===== src/dma_route_pkg.sv =====
// constants for the dma routing and bank-select logic
package dma_route_pkg;
  localparam logic [7:0] PORT_ROUTE_SEL  = 8'h14;
  localparam logic [7:0] PORT_DMA_CTRL   = 8'h1a;
  localparam int         BIT_DEVICE      = 1;
  localparam int         BIT_SRC_BANK    = 4;
  localparam int         BIT_DST_BANK    = 6;
  localparam logic [7:0] ROUTE_RESET_VAL = 8'h00;
  localparam logic       DEV_FLOPPY      = 1'b0;
  localparam logic       DEV_SCSI        = 1'b1;
  localparam int         NUM_PERIPH      = 2;
endpackage


===== src/dma_sel_if.sv =====
// selection signals passed from the register to the peripheral mux
`timescale 1ns/1ps
interface dma_sel_if;
  logic dev_sel;
  modport ctrl (output dev_sel);
  modport mux  (input  dev_sel);
endinterface

===== src/dma_device_bank_select.sv =====
// dma routing and bank-select register with peripheral and bank steering
`timescale 1ns/1ps
module dma_device_bank_select (
  input  wire logic       clk_sys_in,
  input  wire logic       rst_in,
  input  wire logic       ce_in,
  input  wire logic [7:0] io_addr_in,
  input  wire logic [7:0] io_wdata_in,
  input  wire logic       io_wr_in,
  input  wire logic       io_rd_in,
  input  wire logic       dma_active_in,
  input  wire logic       dma_mem_wr_in,
  input  wire logic       floppy_controller_req_in,
  input  wire logic       scsi_req_in,
  input  wire logic       dma_ack_in,
  output logic            dma_ctrl_cs_q_out,
  output logic            dev_sel_q_out,
  output logic            src_bank_q_out,
  output logic            dst_bank_q_out,
  output logic            ram_bank_q_out,
  output logic            rom_en_q_out,
  output logic            dma_req_q_out,
  output logic            floppy_controller_ack_q_out,
  output logic            scsi_ack_q_out
);

  // stored register fields, in this order
  localparam int NUM_FIELDS = 3;
  localparam int FIELD_DEV  = 0;
  localparam int FIELD_SRC  = 1;
  localparam int FIELD_DST  = 2;

  // bit position of each stored field in the written byte
  localparam int FIELD_POS [NUM_FIELDS] = '{
    dma_route_pkg::BIT_DEVICE,
    dma_route_pkg::BIT_SRC_BANK,
    dma_route_pkg::BIT_DST_BANK
  };

  // rom switching lives outside this block; here it can only be vetoed
  localparam logic ROM_IN_DMA_MAP = 1'b0;

  // register state
  logic [NUM_FIELDS-1:0] field_q;

  // registered outputs
  logic                  cs_q;
  logic                  bank_q;
  logic                  rom_q;

  // peripheral request synchronisers
  logic [dma_route_pkg::NUM_PERIPH-1:0] req_s1_q;
  logic [dma_route_pkg::NUM_PERIPH-1:0] req_s2_q;

  // mux results
  logic [dma_route_pkg::NUM_PERIPH-1:0] ack_q;
  logic                                 req_q;

  // decode and steering nets
  wire                                  addr_is_route;
  wire                                  addr_is_ctrl;
  wire                                  any_strobe;
  wire                                  route_wr;
  wire                                  route_load;
  wire                                  ctrl_hit;
  wire                                  dev_now;
  wire                                  src_now;
  wire                                  dst_now;
  wire                                  bank_d;
  wire                                  rom_d;
  wire [dma_route_pkg::NUM_PERIPH-1:0]  req_pin;

  dma_sel_if sel ();

  // address decode
  assign addr_is_route = (io_addr_in == dma_route_pkg::PORT_ROUTE_SEL);
  assign addr_is_ctrl  = (io_addr_in == dma_route_pkg::PORT_DMA_CTRL);
  assign any_strobe    = io_wr_in || io_rd_in;

  // reads of the routing port fall through: the register is write only
  assign route_wr      = io_wr_in && addr_is_route;
  assign route_load    = ce_in && route_wr;
  assign ctrl_hit      = any_strobe && addr_is_ctrl;

  // named views of the stored fields
  assign dev_now       = field_q[FIELD_DEV];
  assign src_now       = field_q[FIELD_SRC];
  assign dst_now       = field_q[FIELD_DST];

  // steering is one gate level, so no wait cycle is ever needed
  assign bank_d        = dma_mem_wr_in ? dst_now : src_now;

  // constant veto: a dma cycle must never see rom or eprom
  assign rom_d         = ROM_IN_DMA_MAP && !dma_active_in;

  // device select handed to the mux
  assign sel.dev_sel   = dev_now;

  // pins in peripheral order
  assign req_pin[dma_route_pkg::DEV_FLOPPY] = floppy_controller_req_in;
  assign req_pin[dma_route_pkg::DEV_SCSI]   = scsi_req_in;

  // only three bits are stored; the rest of the byte is dropped
  genvar f;
  generate
    for (f = 0; f < NUM_FIELDS; f++) begin : gen_field
      always_ff @(posedge clk_sys_in) begin
        if (rst_in) begin
          field_q[f] <= dma_route_pkg::ROUTE_RESET_VAL[FIELD_POS[f]];
        end else if (route_load) begin
          field_q[f] <= io_wdata_in[FIELD_POS[f]];
        end
      end
    end
  endgenerate

  // select pulse toward the dma controller, one per strobe cycle
  always_ff @(posedge clk_sys_in) begin
    if (rst_in) begin
      cs_q <= 1'b0;
    end else if (ce_in) begin
      cs_q <= ctrl_hit;
    end
  end

  // bank in use, registered once
  always_ff @(posedge clk_sys_in) begin
    if (rst_in) begin
      bank_q <= 1'b0;
    end else if (ce_in) begin
      bank_q <= bank_d;
    end
  end

  // rom enable toward the memory decode
  always_ff @(posedge clk_sys_in) begin
    if (rst_in) begin
      rom_q <= 1'b0;
    end else if (ce_in) begin
      rom_q <= rom_d;
    end
  end

  // peripheral requests come from pins: two flops before any logic
  genvar p;
  generate
    for (p = 0; p < dma_route_pkg::NUM_PERIPH; p++) begin : gen_sync
      always_ff @(posedge clk_sys_in) begin
        if (rst_in) begin
          req_s1_q[p] <= 1'b0;
          req_s2_q[p] <= 1'b0;
        end else if (ce_in) begin
          req_s1_q[p] <= req_pin[p];
          req_s2_q[p] <= req_s1_q[p];
        end
      end
    end
  endgenerate

  // request and acknowledge steering for the selected peripheral
  dma_periph_mux #(
    .NUM (dma_route_pkg::NUM_PERIPH)
  ) u_mux (
    .clk_sys_in         (clk_sys_in),
    .rst_in             (rst_in),
    .ce_in              (ce_in),
    .sel                (sel),
    .periph_req_sync_in (req_s2_q),
    .dma_ack_in         (dma_ack_in),
    .dma_req_q          (req_q),
    .periph_ack_q       (ack_q)
  );

  // every output is a flop
  assign dma_ctrl_cs_q_out           = cs_q;
  assign dev_sel_q_out               = field_q[FIELD_DEV];
  assign src_bank_q_out              = field_q[FIELD_SRC];
  assign dst_bank_q_out              = field_q[FIELD_DST];
  assign ram_bank_q_out              = bank_q;
  assign rom_en_q_out                = rom_q;
  assign dma_req_q_out               = req_q;
  assign floppy_controller_ack_q_out = ack_q[dma_route_pkg::DEV_FLOPPY];
  assign scsi_ack_q_out              = ack_q[dma_route_pkg::DEV_SCSI];
endmodule


===== src/dma_periph_mux.sv =====
// routes the dma request/ack handshake to the selected peripheral
`timescale 1ns/1ps
module dma_periph_mux #(
  parameter int NUM = dma_route_pkg::NUM_PERIPH
) (
  input  wire logic           clk_sys_in,
  input  wire logic           rst_in,
  input  wire logic           ce_in,
  dma_sel_if.mux              sel,
  input  wire logic [NUM-1:0] periph_req_sync_in,
  input  wire logic           dma_ack_in,
  output logic                dma_req_q,
  output logic      [NUM-1:0] periph_ack_q
);
  logic [NUM-1:0] ack_d;
  genvar g;
  generate
    for (g = 0; g < NUM; g++) begin : gen_ack
      assign ack_d[g] = dma_ack_in && (sel.dev_sel == 1'(g));
    end
  endgenerate
  wire req_d = periph_req_sync_in[sel.dev_sel];
  always_ff @(posedge clk_sys_in) begin
    if (rst_in) begin
      dma_req_q    <= 1'b0;
      periph_ack_q <= '0;
    end else if (ce_in) begin
      dma_req_q    <= req_d;
      periph_ack_q <= ack_d;
    end
  end
endmodule


===== config.mk =====
export PLATFORM = sky130hd
export DESIGN_NAME = dma_device_bank_select
export DESIGN_NICKNAME = d
export VERILOG_FILES = /design/src/dma_route_pkg.sv /design/src/dma_sel_if.sv /design/src/dma_device_bank_select.sv /design/src/dma_periph_mux.sv
export SDC_FILE = /design/constraint.sdc
export NUM_CORES = 1
export LEC_CHECK = 0
export BUFFER_PORTS_ARGS = -buffer_cell sky130_fd_sc_hd__buf_4
export CAP_MARGIN = 20
export CORE_AREA = 2 2 39 41
export CTS_CLUSTER_SIZE = 28
export DETAILED_ROUTE_END_ITERATION = 10
export DIE_AREA = 0 0 41 43
export MAX_ROUTING_LAYER = met4
export PLACE_DENSITY = 0.76
export SYNTH_ARGS = -nofsm -noshare
export SYNTH_HDL_FRONTEND = slang
export SYNTH_SLANG_ARGS = --single-unit

===== constraint.sdc =====
create_clock -name clk_sys_in -period 1.8 [get_ports clk_sys_in]
set_input_delay 0.09 -clock clk_sys_in [delete_from_list [all_inputs] [get_ports clk_sys_in]]
set_output_delay 0.09 -clock clk_sys_in [all_outputs]
set_load 0.05 [all_outputs]

* After elaboration in Yosys (flattened, before gate mapping)
Cells that the tools add are included.
Storage, ports and cells: register bits after elaboration 12, input port bits 26, output and inout port bits 9
Cells by class: magnitude comparators 1, equal/unequal tests 2, multiplexer cells 3, bitwise operators 1, reductions and logical operators 6
Operators by type and width (count):
- $eq 8x5->1 const B | 2
- $logic_and 1x1->1 | 5
- $mux 1 | 3
- $lt 1x2->1 const B | 1
- $logic_or 1x1->1 | 1
- $not 1->1 | 1

* Longest topological paths before layout
Gate-level depths: netlist (run 1).
depth after elaboration 3, mapped depth 4

* Modules after synthesis
Synthesis (run 1) repeated with hierarchy kept, for this count alone.
Unflattened totals: cells, all modules 50, area, all modules 524.3 sq um
By module, submodules not included:
- dma_device_bank_select | times used 1, cells an instance 38, area an instance 402.9 sq um, sequential area each 180.2 sq um
- dma_periph_mux | times used 1, cells an instance 12, area an instance 121.4 sq um, sequential area each 60.1 sq um

* Worst setup path before layout (run 1)
Ideal clock, no wire load.
path kind register to register, from register field_q[0], in the netlist dev_sel_q_out, to register u_mux.dma_req_q, setup time 86 ps, data arrival time 1017 ps, data required time 1714 ps, slack 697 ps, cell stages (with the launch flop) 3, cells stage by stage dfxtp_1 mux2i_1 a211oi_1
On the way: word-level cells in the longest chain between the ends 2
Ends and longest elaborated chain:
- from (decl) | RTL line dma_device_bank_select.sv:44 | logic [NUM_FIELDS-1:0] field_q;
- from (signal, indexed assignment) | RTL line dma_device_bank_select.sv:109 | field_q[f] <= dma_route_pkg::ROUTE_RESET_VAL[FIELD_POS[f]];
- from (signal, indexed assignment) | RTL line dma_device_bank_select.sv:111 | field_q[f] <= io_wdata_in[FIELD_POS[f]];
- $mux 1 (not written as such) (2 in a row) | RTL line dma_periph_mux.sv:22 | wire req_d = periph_req_sync_in[sel.dev_sel];
- to (signal assigned) | RTL line dma_periph_mux.sv:28 | dma_req_q <= req_d;
- to (decl) | RTL line dma_periph_mux.sv:12 | output logic dma_req_q,
Every way passes these cells. The select of a mux whose other input is x is not followed. A chain may end at the register's enable or synchronous reset.

* Worst setup path in the final report (run 1)
from register field_q[0], in the netlist dev_sel_q_out, to output dev_sel_q_out
RTL lines:
- to (decl) | RTL line dma_device_bank_select.sv:17 | output logic dev_sel_q_out,
No word-level cell between the ends.

==> impl_metrics.tcl, run 1 <==
set metrics [dict create \
    drc 0 \
    htreeDepth 1 \
    yosysWarnings 0 \
    crit_family "flip-flops" \
    synth_top_area_frac 0.463 \
    synth_cell_type_count 17 \
    clkTransAtPathRegs_ns 0.07 \
    fp.dieW_um 41 \
    syn_area_per_cell_sq_um 10.4 \
    run_status "completed" \
    drive_gt1_frac 0.416 \
    nets 105 \
    peakVddDrop_mv 0.347 \
    min_period_ns 1.01 \
    ys_seq_area_frac 0.463 \
    path_class "flop to primary output" \
    routed-via-count 449 \
    netlist_area_sq_um 519 \
    setup_slack_ns 0.792 \
    maxSlewViolCount 0 \
    max-cap-violations 0 \
    crit_chain "buf_4" \
    setup_viol_count_final 0 \
    cts_resized 0 \
    dp_cells 90 \
    critical-path-max-stage-delay_ns 0.43 \
    fmax_ghz 0.992 \
    tns_ns 0 \
    fin_skew_ns 0.00772 \
    leakagePower_nw 0.366 \
    fin_cells 93 \
    ys_seq_elements 12 \
    synthArstFlopShare 0 \
    antenna_found_initial 0 \
    routed_via_density 4.83 \
    ys.flop_type "dfxtp_1" \
    synth_common_cells "dfxtp_1 (12), nor2_1 (10), mux2i_1 (9)" \
    gp_congestion 0.699 \
    syn-num-nets 76 \
    rsz0062_at_grt "false" \
    ioPinCount 35 \
    dr.first_iter.drc_count 1 \
    dr.pass1.iters 2 \
    grt_pass1_wl_mm 1.68 \
    hold_path_class "primary input to flop" \
    power_density_nw_per_um2 688 \
    fin_crit_sh 0.560 \
    clk_latency_ns 0.26 \
    dp_slack_ns 0.696 \
    grt_usage 0.153 \
    yosys.area.top_type "dfxtp_1" \
    core_sq_um 1380 \
    cts_buffer_depth 2 \
    place_hpwl_um 949 \
    cts_sinks 12 \
    wl_per_cell_um 12.6 \
    grt_pass1_vias 408 \
    critPathBufInv 1 \
    clock-root-buffer "clkbuf_4" \
    ant_nets 0 \
    hold_buffers 0 \
    synth-edff-count 0 \
    n_antenna_cell 0 \
    die_h_um 43 \
    worst_setup_path_start_kind "flop" \
    slowest_stage "dfxtp_1" \
    syn_to_final_growth_pct 44.1 \
    cts_setup_buffers 0 \
    reg_top3 "req_s1_q: 2 flops, req_s2_q: 2 flops, u_mux.periph_ack_q: 2 flops" \
    synthCells 50 \
    end_kind "primary output" \
    hold_violations 0 \
    grt_overflow 0 \
    port_buffers 27 \
    drt-total-wl_mm 1.17 \
    yosysMostFrequentCell "dfxtp_1" \
    arrival_ns 0.92 \
    yosys-top-cells-area "dfxtp_1 (46%), mux2i_1 (17%), nor2_1 (7.2%)" \
    die-area_sq_um 1760 \
    start_util 0.375 \
    rows 14 \
    required_ns 1.71 \
    cts_tree "built" \
    grt_max_degree 16 \
    cp_max_fo 5 \
    cts_buffers 3 \
]
[logic make-up (layout without fill, tap and decap cells)]
| family | count (synthesis) | in the layout | share of synthesized area |
|---|---|---|---|
| AO/OA/AOI/OAI | 5 | 5 | 0.0578 |
| buffers and inverters | 3 | 30 | 0.0313 |
| flip-flops | 12 | 12 | 0.463 |
| multiplexers | 9 | 9 | 0.174 |
| other | 1 | 1 | 0.00722 |
| AND/OR/NAND/NOR | 20 | 20 | 0.267 |
[through the flow]
| stage | hold slack, ns | utilization | instance area, sq um | power, mW |
|---|---|---|---|---|
| 6_report | 0.0638 | 0.541 | 748 | 0.514 |
| 5_1_grt | 0.0664 | 0.541 | 748 | 0.544 |
| 4_1_cts | 0.0563 | 0.541 | 748 | 0.526 |
| 3_5_place_dp | 0.328 | 0.524 | 726 | 0.371 |
| 3_3_place_gp | 0.321 | 0.524 | 726 | 0.367 |
| 2_1_floorplan | 0.163 | - | 519 | 0.326 |
[routing by layer]
metal,global-route usage,up-vias,routed length (um)
li1,-,227,-
met1,0.144,201,435
met2,0.259,19,625
met3,0.0314,2,97
met4,0.100,0,15
met5,-,-,0
[cells in the final DEF (no fill, tap or decap)]
master / n
a21oi_1: 3
nor2_1: 10
nor4bb_1: 1
a211oi_1: 2
nand4b_2: 1
dfxtp_1: 12
buf_4: 27
mux2i_1: 9
nand3b_1: 1
nand2b_1: 3
nor4b_4: 1
and4bb_1: 1
conb_1: 1
nand4b_1: 1
nand3_1: 1
clkbuf_4: 3
[final cells by class]
| cell class | count | area, sq um |
|---|---|---|
| Sequential cell | 12 | 240 |
| Fill cell | 130 | 636 |
| Tap cell | 16 | 20.0 |
| Clock buffer | 3 | 22.5 |
| Multi-Input combinational cell | 35 | 263 |
| Timing Repair Buffer | 27 | 203 |
[power by group]
group	switching [mW]	leakage (nW)	internal, mW
registers	0.00396	0.0978	0.273
logic	0.0422	0.254	0.0443
clock network	0.0739	0.0138	0.0770
[final timing paths]
check | endpoint | startpoint | slack (ns) | cells past startpoint
max reg2reg | u_mux.dma_req_q | dev_sel_q_out | 0.97 | 2
max | dev_sel_q_out | dev_sel_q_out | 0.79 | 1
min reg2reg | u_mux.periph_ack_q[0] | u_mux.periph_ack_q[0] | 0.48 | 2
min | req_s1_q[1] | scsi_req_in | 0.06 | 3
Note: power is estimated with default switching activity, not from simulation.
==> run 2, diff against run 1 <==
--- a/config.mk
+++ b/config.mk
@@ -7,12 +7,11 @@
 export LEC_CHECK = 0
 export BUFFER_PORTS_ARGS = -buffer_cell sky130_fd_sc_hd__buf_4
 export CAP_MARGIN = 20
-export CORE_AREA = 2 2 39 41
+export CORE_UTILIZATION = 35
 export CTS_CLUSTER_SIZE = 28
 export DETAILED_ROUTE_END_ITERATION = 10
-export DIE_AREA = 0 0 41 43
 export MAX_ROUTING_LAYER = met4
-export PLACE_DENSITY = 0.76
+export PLACE_DENSITY = 0.72
 export SYNTH_ARGS = -nofsm -noshare
 export SYNTH_HDL_FRONTEND = slang
 export SYNTH_SLANG_ARGS = --single-unit
==> constraint.sdc (replaced) <==
create_clock -name clk_sys_in -period 0.85 [get_ports clk_sys_in]
set_input_delay 0.0425 -clock clk_sys_in [delete_from_list [all_inputs] [get_ports clk_sys_in]]
set_output_delay 0.0425 -clock clk_sys_in [all_outputs]
set_load 0.05 [all_outputs]
==> impl_metrics.tcl, run 2 (synthesis results as in run 1) <==
set metrics [dict create \
    run_status "completed" \
    rows 13 \
    dp_cells 90 \
    total_power_mw 1.24 \
    critPathBufInv 1 \
    crit_chain "buf_8" \
    port_buffers 27 \
    ioPinCount 35 \
    clk_latency_ns 0.27 \
    wl_per_cell_um 12.4 \
    fin_cells 97 \
    critical-path-max-stage-delay_ns 0.38 \
    die-area_sq_um 1640 \
    cts_buffers 3 \
    cts_buffer_depth 2 \
    grt_pass1_wl_mm 1.84 \
    die_h_um 40.5 \
    grt_usage 0.183 \
    fp.dieW_um 40.5 \
    post_dp_cell_area_sq_um 762 \
    reg2reg_from "dev_sel_q_out" \
    fmax_ghz 1.20 \
    routed-via-count 474 \
    tns_ns 0 \
    clkTransAtPathRegs_ns 0.08 \
    layout_commonest_cell "buf_4" \
    end_kind "primary output" \
    fin_skew_ns 0.000698 \
    hold_violations 0 \
    seq_area_sq_um 258 \
    multi_input_area_sq_um 263 \
    rsz0062_at_grt "true" \
    min-delay-start "io_wdata_in[4]" \
    syn_to_final_growth_pct 66.3 \
    cts_sinks 12 \
    worst_setup_path_start_kind "flop" \
    htreeDepth 1 \
    arrival_ns 0.79 \
    maxSlewViolCount 0 \
    cts_tree "built" \
    crit_family "flip-flops" \
    layout_common_cells "buf_4 (20), nor2_1 (10), mux2i_1 (9), buf_6 (6), dfxtp_2 (5)" \
    leakagePower_nw 0.409 \
    nets 109 \
    setup_viol_count_final 0 \
    core_sq_um 1330 \
    dr.pass1.iters 4 \
    stdcell_area_sq_um 863 \
    peakVddDrop_mv 0.888 \
    clock-root-buffer "clkbuf_4" \
    startpoint "dev_sel_q_out" \
    hold_path_class "primary input to flop" \
    place_hpwl_um 899 \
    reg_top3 "req_s1_q: 2 flops, req_s2_q: 2 flops, u_mux.periph_ack_q: 2 flops" \
    dr.first_iter.drc_count 6 \
    required_ns 0.81 \
    ant_nets 0 \
    fin_crit_sh 0.983 \
    fin_util 0.647 \
    hold_slack_ns 0.00926 \
    drc 0 \
    nFillCells 119 \
    path_class "flop to primary output" \
    antenna_found_initial 0 \
    dp_slack_ns -0.211 \
    power_density_nw_per_um2 1430 \
    slowest_stage "dfxtp_4" \
    n_antenna_cell 0 \
    grt_overflow 0 \
    min_period_ns 0.836 \
    drive_gt1_frac 0.524 \
    start_util 0.389 \
    gp_congestion 0.653 \
    grt_max_degree 14 \
    max-cap-violations 0 \
    routed_via_density 4.89 \
    grt_pass1_vias 425 \
    cp_max_fo 5 \
    setup_slack_ns 0.0143 \
    drt-total-wl_mm 1.20 \
]
## run 2: final timing paths
| path | endpoint | slack (ns) | cells after the start |
|---|---|---|---|
| worst max-delay path | dev_sel_q_out | 0.01 | 1 |
| worst min-delay path | src_bank_q_out | 0.009 | 3 |
| worst max register to register | dev_sel_q_out | 0.06 | 3 |
| worst min register to register | u_mux.periph_ack_q[1] | 0.47 | 2 |
## run 2: layout make-up
class                      count  share of cell area
sequential                    12               0.299
timing repair buffer          31               0.333
clock buffer                   4              0.0420
tap                           15              0.0217
multi-input combinational     35               0.304
## run 2: worst min-delay path, cell delays in order
cell and delay [ns]:
buf_4 0.08, mux2i_1 0.05, nor2_1 0.07
## run 2: per-layer routing
layer,track usage,routed length (um)
met5,-,0
met3,0.0333,61
met4,0.100,4
met2,0.321,641
met1,0.191,494
## run 2: what timing repair did
item                                    CTS  global route
resized for setup                         5             5
buffers inserted                          0             1
gates cloned                              0             0
hold buffers                              2             0
endpoints found under the setup margin    4             6
endpoints found under the hold margin     2             0
## run 2: where the power goes
| group | internal, mW | switching, mW |
|---|---|---|
| registers | 0.570 | 0.0102 |
| clock network | 0.260 | 0.189 |
| logic | 0.114 | 0.0936 |
| total | 0.944 | 0.293 |
==> run 3, diff against run 2 <==
--- a/config.mk
+++ b/config.mk
@@ -10,8 +10,9 @@
 export CORE_UTILIZATION = 35
 export CTS_CLUSTER_SIZE = 28
 export DETAILED_ROUTE_END_ITERATION = 10
-export MAX_ROUTING_LAYER = met4
 export PLACE_DENSITY = 0.72
+export SLEW_MARGIN = 30
 export SYNTH_ARGS = -nofsm -noshare
 export SYNTH_HDL_FRONTEND = slang
+export SYNTH_HIERARCHICAL = 1
 export SYNTH_SLANG_ARGS = --single-unit
==> impl_metrics.tcl, run 3 <==
set metrics [dict create \
    run_status "completed" \
    antenna_found_initial 0 \
    drc 0 \
    setup_slack_ns 0.0107 \
    rsz0062_at_grt "true" \
    ys_seq_area_frac 0.458 \
    drive_gt1_frac 0.557 \
    fin_crit_sh 0.987 \
    reg2reg_to "u_mux/dma_req_q" \
    grt_max_degree 15 \
    nets 106 \
    fmax_ghz 1.19 \
    syn_to_final_growth_pct 61.1 \
    die-area_sq_um 1660 \
    min-delay-start "floppy_controller_req_in" \
    min_path_cells 3 \
    hold_path_end "req_s1_q[0]" \
    ant_nets 0 \
    max-cap-violations 0 \
    grt_pass1_vias 458 \
    place_hpwl_um 878 \
    critPathBufInv 1 \
    dr.first_iter.drc_count 6 \
    routed-via-count 464 \
    synthCells 50 \
    die_h_um 40.7 \
    hold_path_class "primary input to flop" \
    drt-total-wl_mm 1.12 \
    netlist_area_sq_um 524 \
    clock-root-buffer "clkbuf_4" \
    leakagePower_nw 0.394 \
    required_ns 0.81 \
    start_util 0.388 \
    grt_pass1_wl_mm 1.73 \
    reg_top3 "req_s1_q: 2 flops, req_s2_q: 2 flops, u_mux/periph_ack_q: 2 flops" \
    ys.flop_type "dfxtp_1" \
    power_density_nw_per_um2 1460 \
    rows 13 \
    fin_skew_ns 0.00211 \
    syn-num-nets 76 \
    met2_length_um 670 \
    swShare 0.235 \
    setup_viol_count_final 0 \
    crit_family "flip-flops" \
    dp_slack_ns -0.189 \
    gp_congestion 0.655 \
    cp_max_fo 5 \
    worst_setup_path_start_kind "flop" \
    dr.pass1.iters 4 \
    slowest_stage "dfxtp_4" \
    peakVddDrop_mv 1.00 \
    p_int_mw 0.941 \
    arrival_ns 0.80 \
    ioPinCount 35 \
    min_period_ns 0.839 \
    dp_cells 90 \
    clk_latency_ns 0.27 \
    synth_common_cells "dfxtp_1 (12), nor2_1 (10), mux2i_1 (9)" \
    seqPwrFrac 0.472 \
    core_sq_um 1350 \
    ys_seq_elements 12 \
    n_antenna_cell 0 \
    crit_chain "buf_8" \
    grt_usage 0.166 \
    yosysMostFrequentCell "dfxtp_1" \
    hold_violations 0 \
    grt_overflow 0 \
    htreeDepth 1 \
    yosysWarnings 6 \
    routed_via_density 4.94 \
    dr.max_layer_used "met3" \
    rr_worst_depth 2 \
    maxSlewViolCount 0 \
    synth_cell_type_count 18 \
    reg2reg_from "dev_sel_q_out" \
    wl_met3_um 71 \
    clkTransAtPathRegs_ns 0.08 \
    layout_common_cells "buf_4 (19), nor2_1 (10), mux2i_1 (9), dfxtp_2 (5), buf_6 (5)" \
    yosys.area.top_type "dfxtp_1" \
    layout_commonest_cell "buf_4" \
    path_class "flop to primary output" \
    startpoint "dev_sel_q_out" \
    clock_power_share 0.365 \
    synth-edff-count 0 \
    cts_buffer_depth 2 \
    cts_setup_buffers 0 \
    cts_tree "built" \
    switchingPower_mw 0.289 \
    fin_cells 94 \
    end_kind "primary output" \
    yosys-top-cells-area "dfxtp_1 (46%), mux2i_1 (17%), nor2_1 (7.2%)" \
    power_frac_comb 0.163 \
    wl_per_cell_um 12.0 \
    nFillCells 115 \
    syn_area_per_cell_sq_um 10.5 \
    port_buffers 27 \
    synth_top_area_frac 0.458 \
    cts_sinks 12 \
    fin_util 0.626 \
    critical-path-max-stage-delay_ns 0.38 \
    cts_buffers 3 \
    m1WireLength_um 382 \
    synthArstFlopShare 0 \
    fp.dieW_um 40.7 \
    reg2reg_slack_ns 0.05 \
]
run 3: through the flow:
step | hold WS [ns] | TNS [ns] | cell area [sq um] | power, mW
5_1_grt | 0.00710 | -0.0274 | 845 | 1.29
6_report | 0.00860 | 0 | 845 | 1.23
3_5_place_dp | 0.287 | -0.554 | 767 | 0.788
4_1_cts | 0.00522 | -0.000636 | 822 | 1.24
3_3_place_gp | 0.277 | -0.468 | 767 | 0.786
2_1_floorplan | 0.0998 | -0.0119 | 542 | 0.684
run 3: how the worst max path moves through the flow:
stage | to | slack [ns] | cells after the start
global route | dev_sel_q_out | -0.02 | 1
finish | dev_sel_q_out | 0.01 | 1
floorplan | u_mux/dma_req_q | -0.01 | 2
CTS | dev_sel_q_out | -0.0006 | 1
detailed placement | src_bank_q_out | -0.19 | 5
global placement | dst_bank_q_out | -0.17 | 5
run 3: per-layer routing:
| layer | vias to the layer above | track usage |
|---|---|---|
| met5 | - | 0 |
| met4 | 0 | 0.125 |
| met3 | 0 | 0.0380 |
| met2 | 17 | 0.321 |
| met1 | 215 | 0.145 |
| li1 | 232 | - |
run 3: timing repair:
| item | 4_1_cts | 5_1_grt |
|---|---|---|
| resized for setup | 5 | 6 |
| hold buffers | 0 | 0 |
| endpoints found under the setup margin | 4 | 7 |
run 3: worst min-delay path, cell delays in order:
cell and delay [ns]:
buf_4 0.08, mux2i_1 0.05, nor2_1 0.07
run 3: power groups by stage:
stage | Sequential [mW] | Clock [mW] | Combinational (mW)
4_1_cts | 0.579 | 0.465 | 0.198
3_3_place_gp | 0.591 | 0 | 0.194
5_1_grt | 0.582 | 0.493 | 0.217
6_report | 0.580 | 0.449 | 0.201
3_5_place_dp | 0.592 | 0 | 0.196
2_1_floorplan | 0.617 | 0 | 0.0671
run 3: cell families (layout without fill, tap and decap cells):
group	after synthesis	count (layout)	synth area share
buffers and inverters	3	32	0.0310
flip-flops	12	12	0.458
multiplexers	9	9	0.172
other	1	1	0.00715
AO/OA/AOI/OAI	5	5	0.0668
AND/OR/NAND/NOR	20	20	0.265
run 3: final cells by class:
class                      instances  area [sq um]  share of cell area
multi-input combinational         35           268               0.317
tap                               15          18.8              0.0222
timing repair buffer              28           264               0.313
sequential                        12           258               0.305
clock buffer                       4          36.3              0.0430
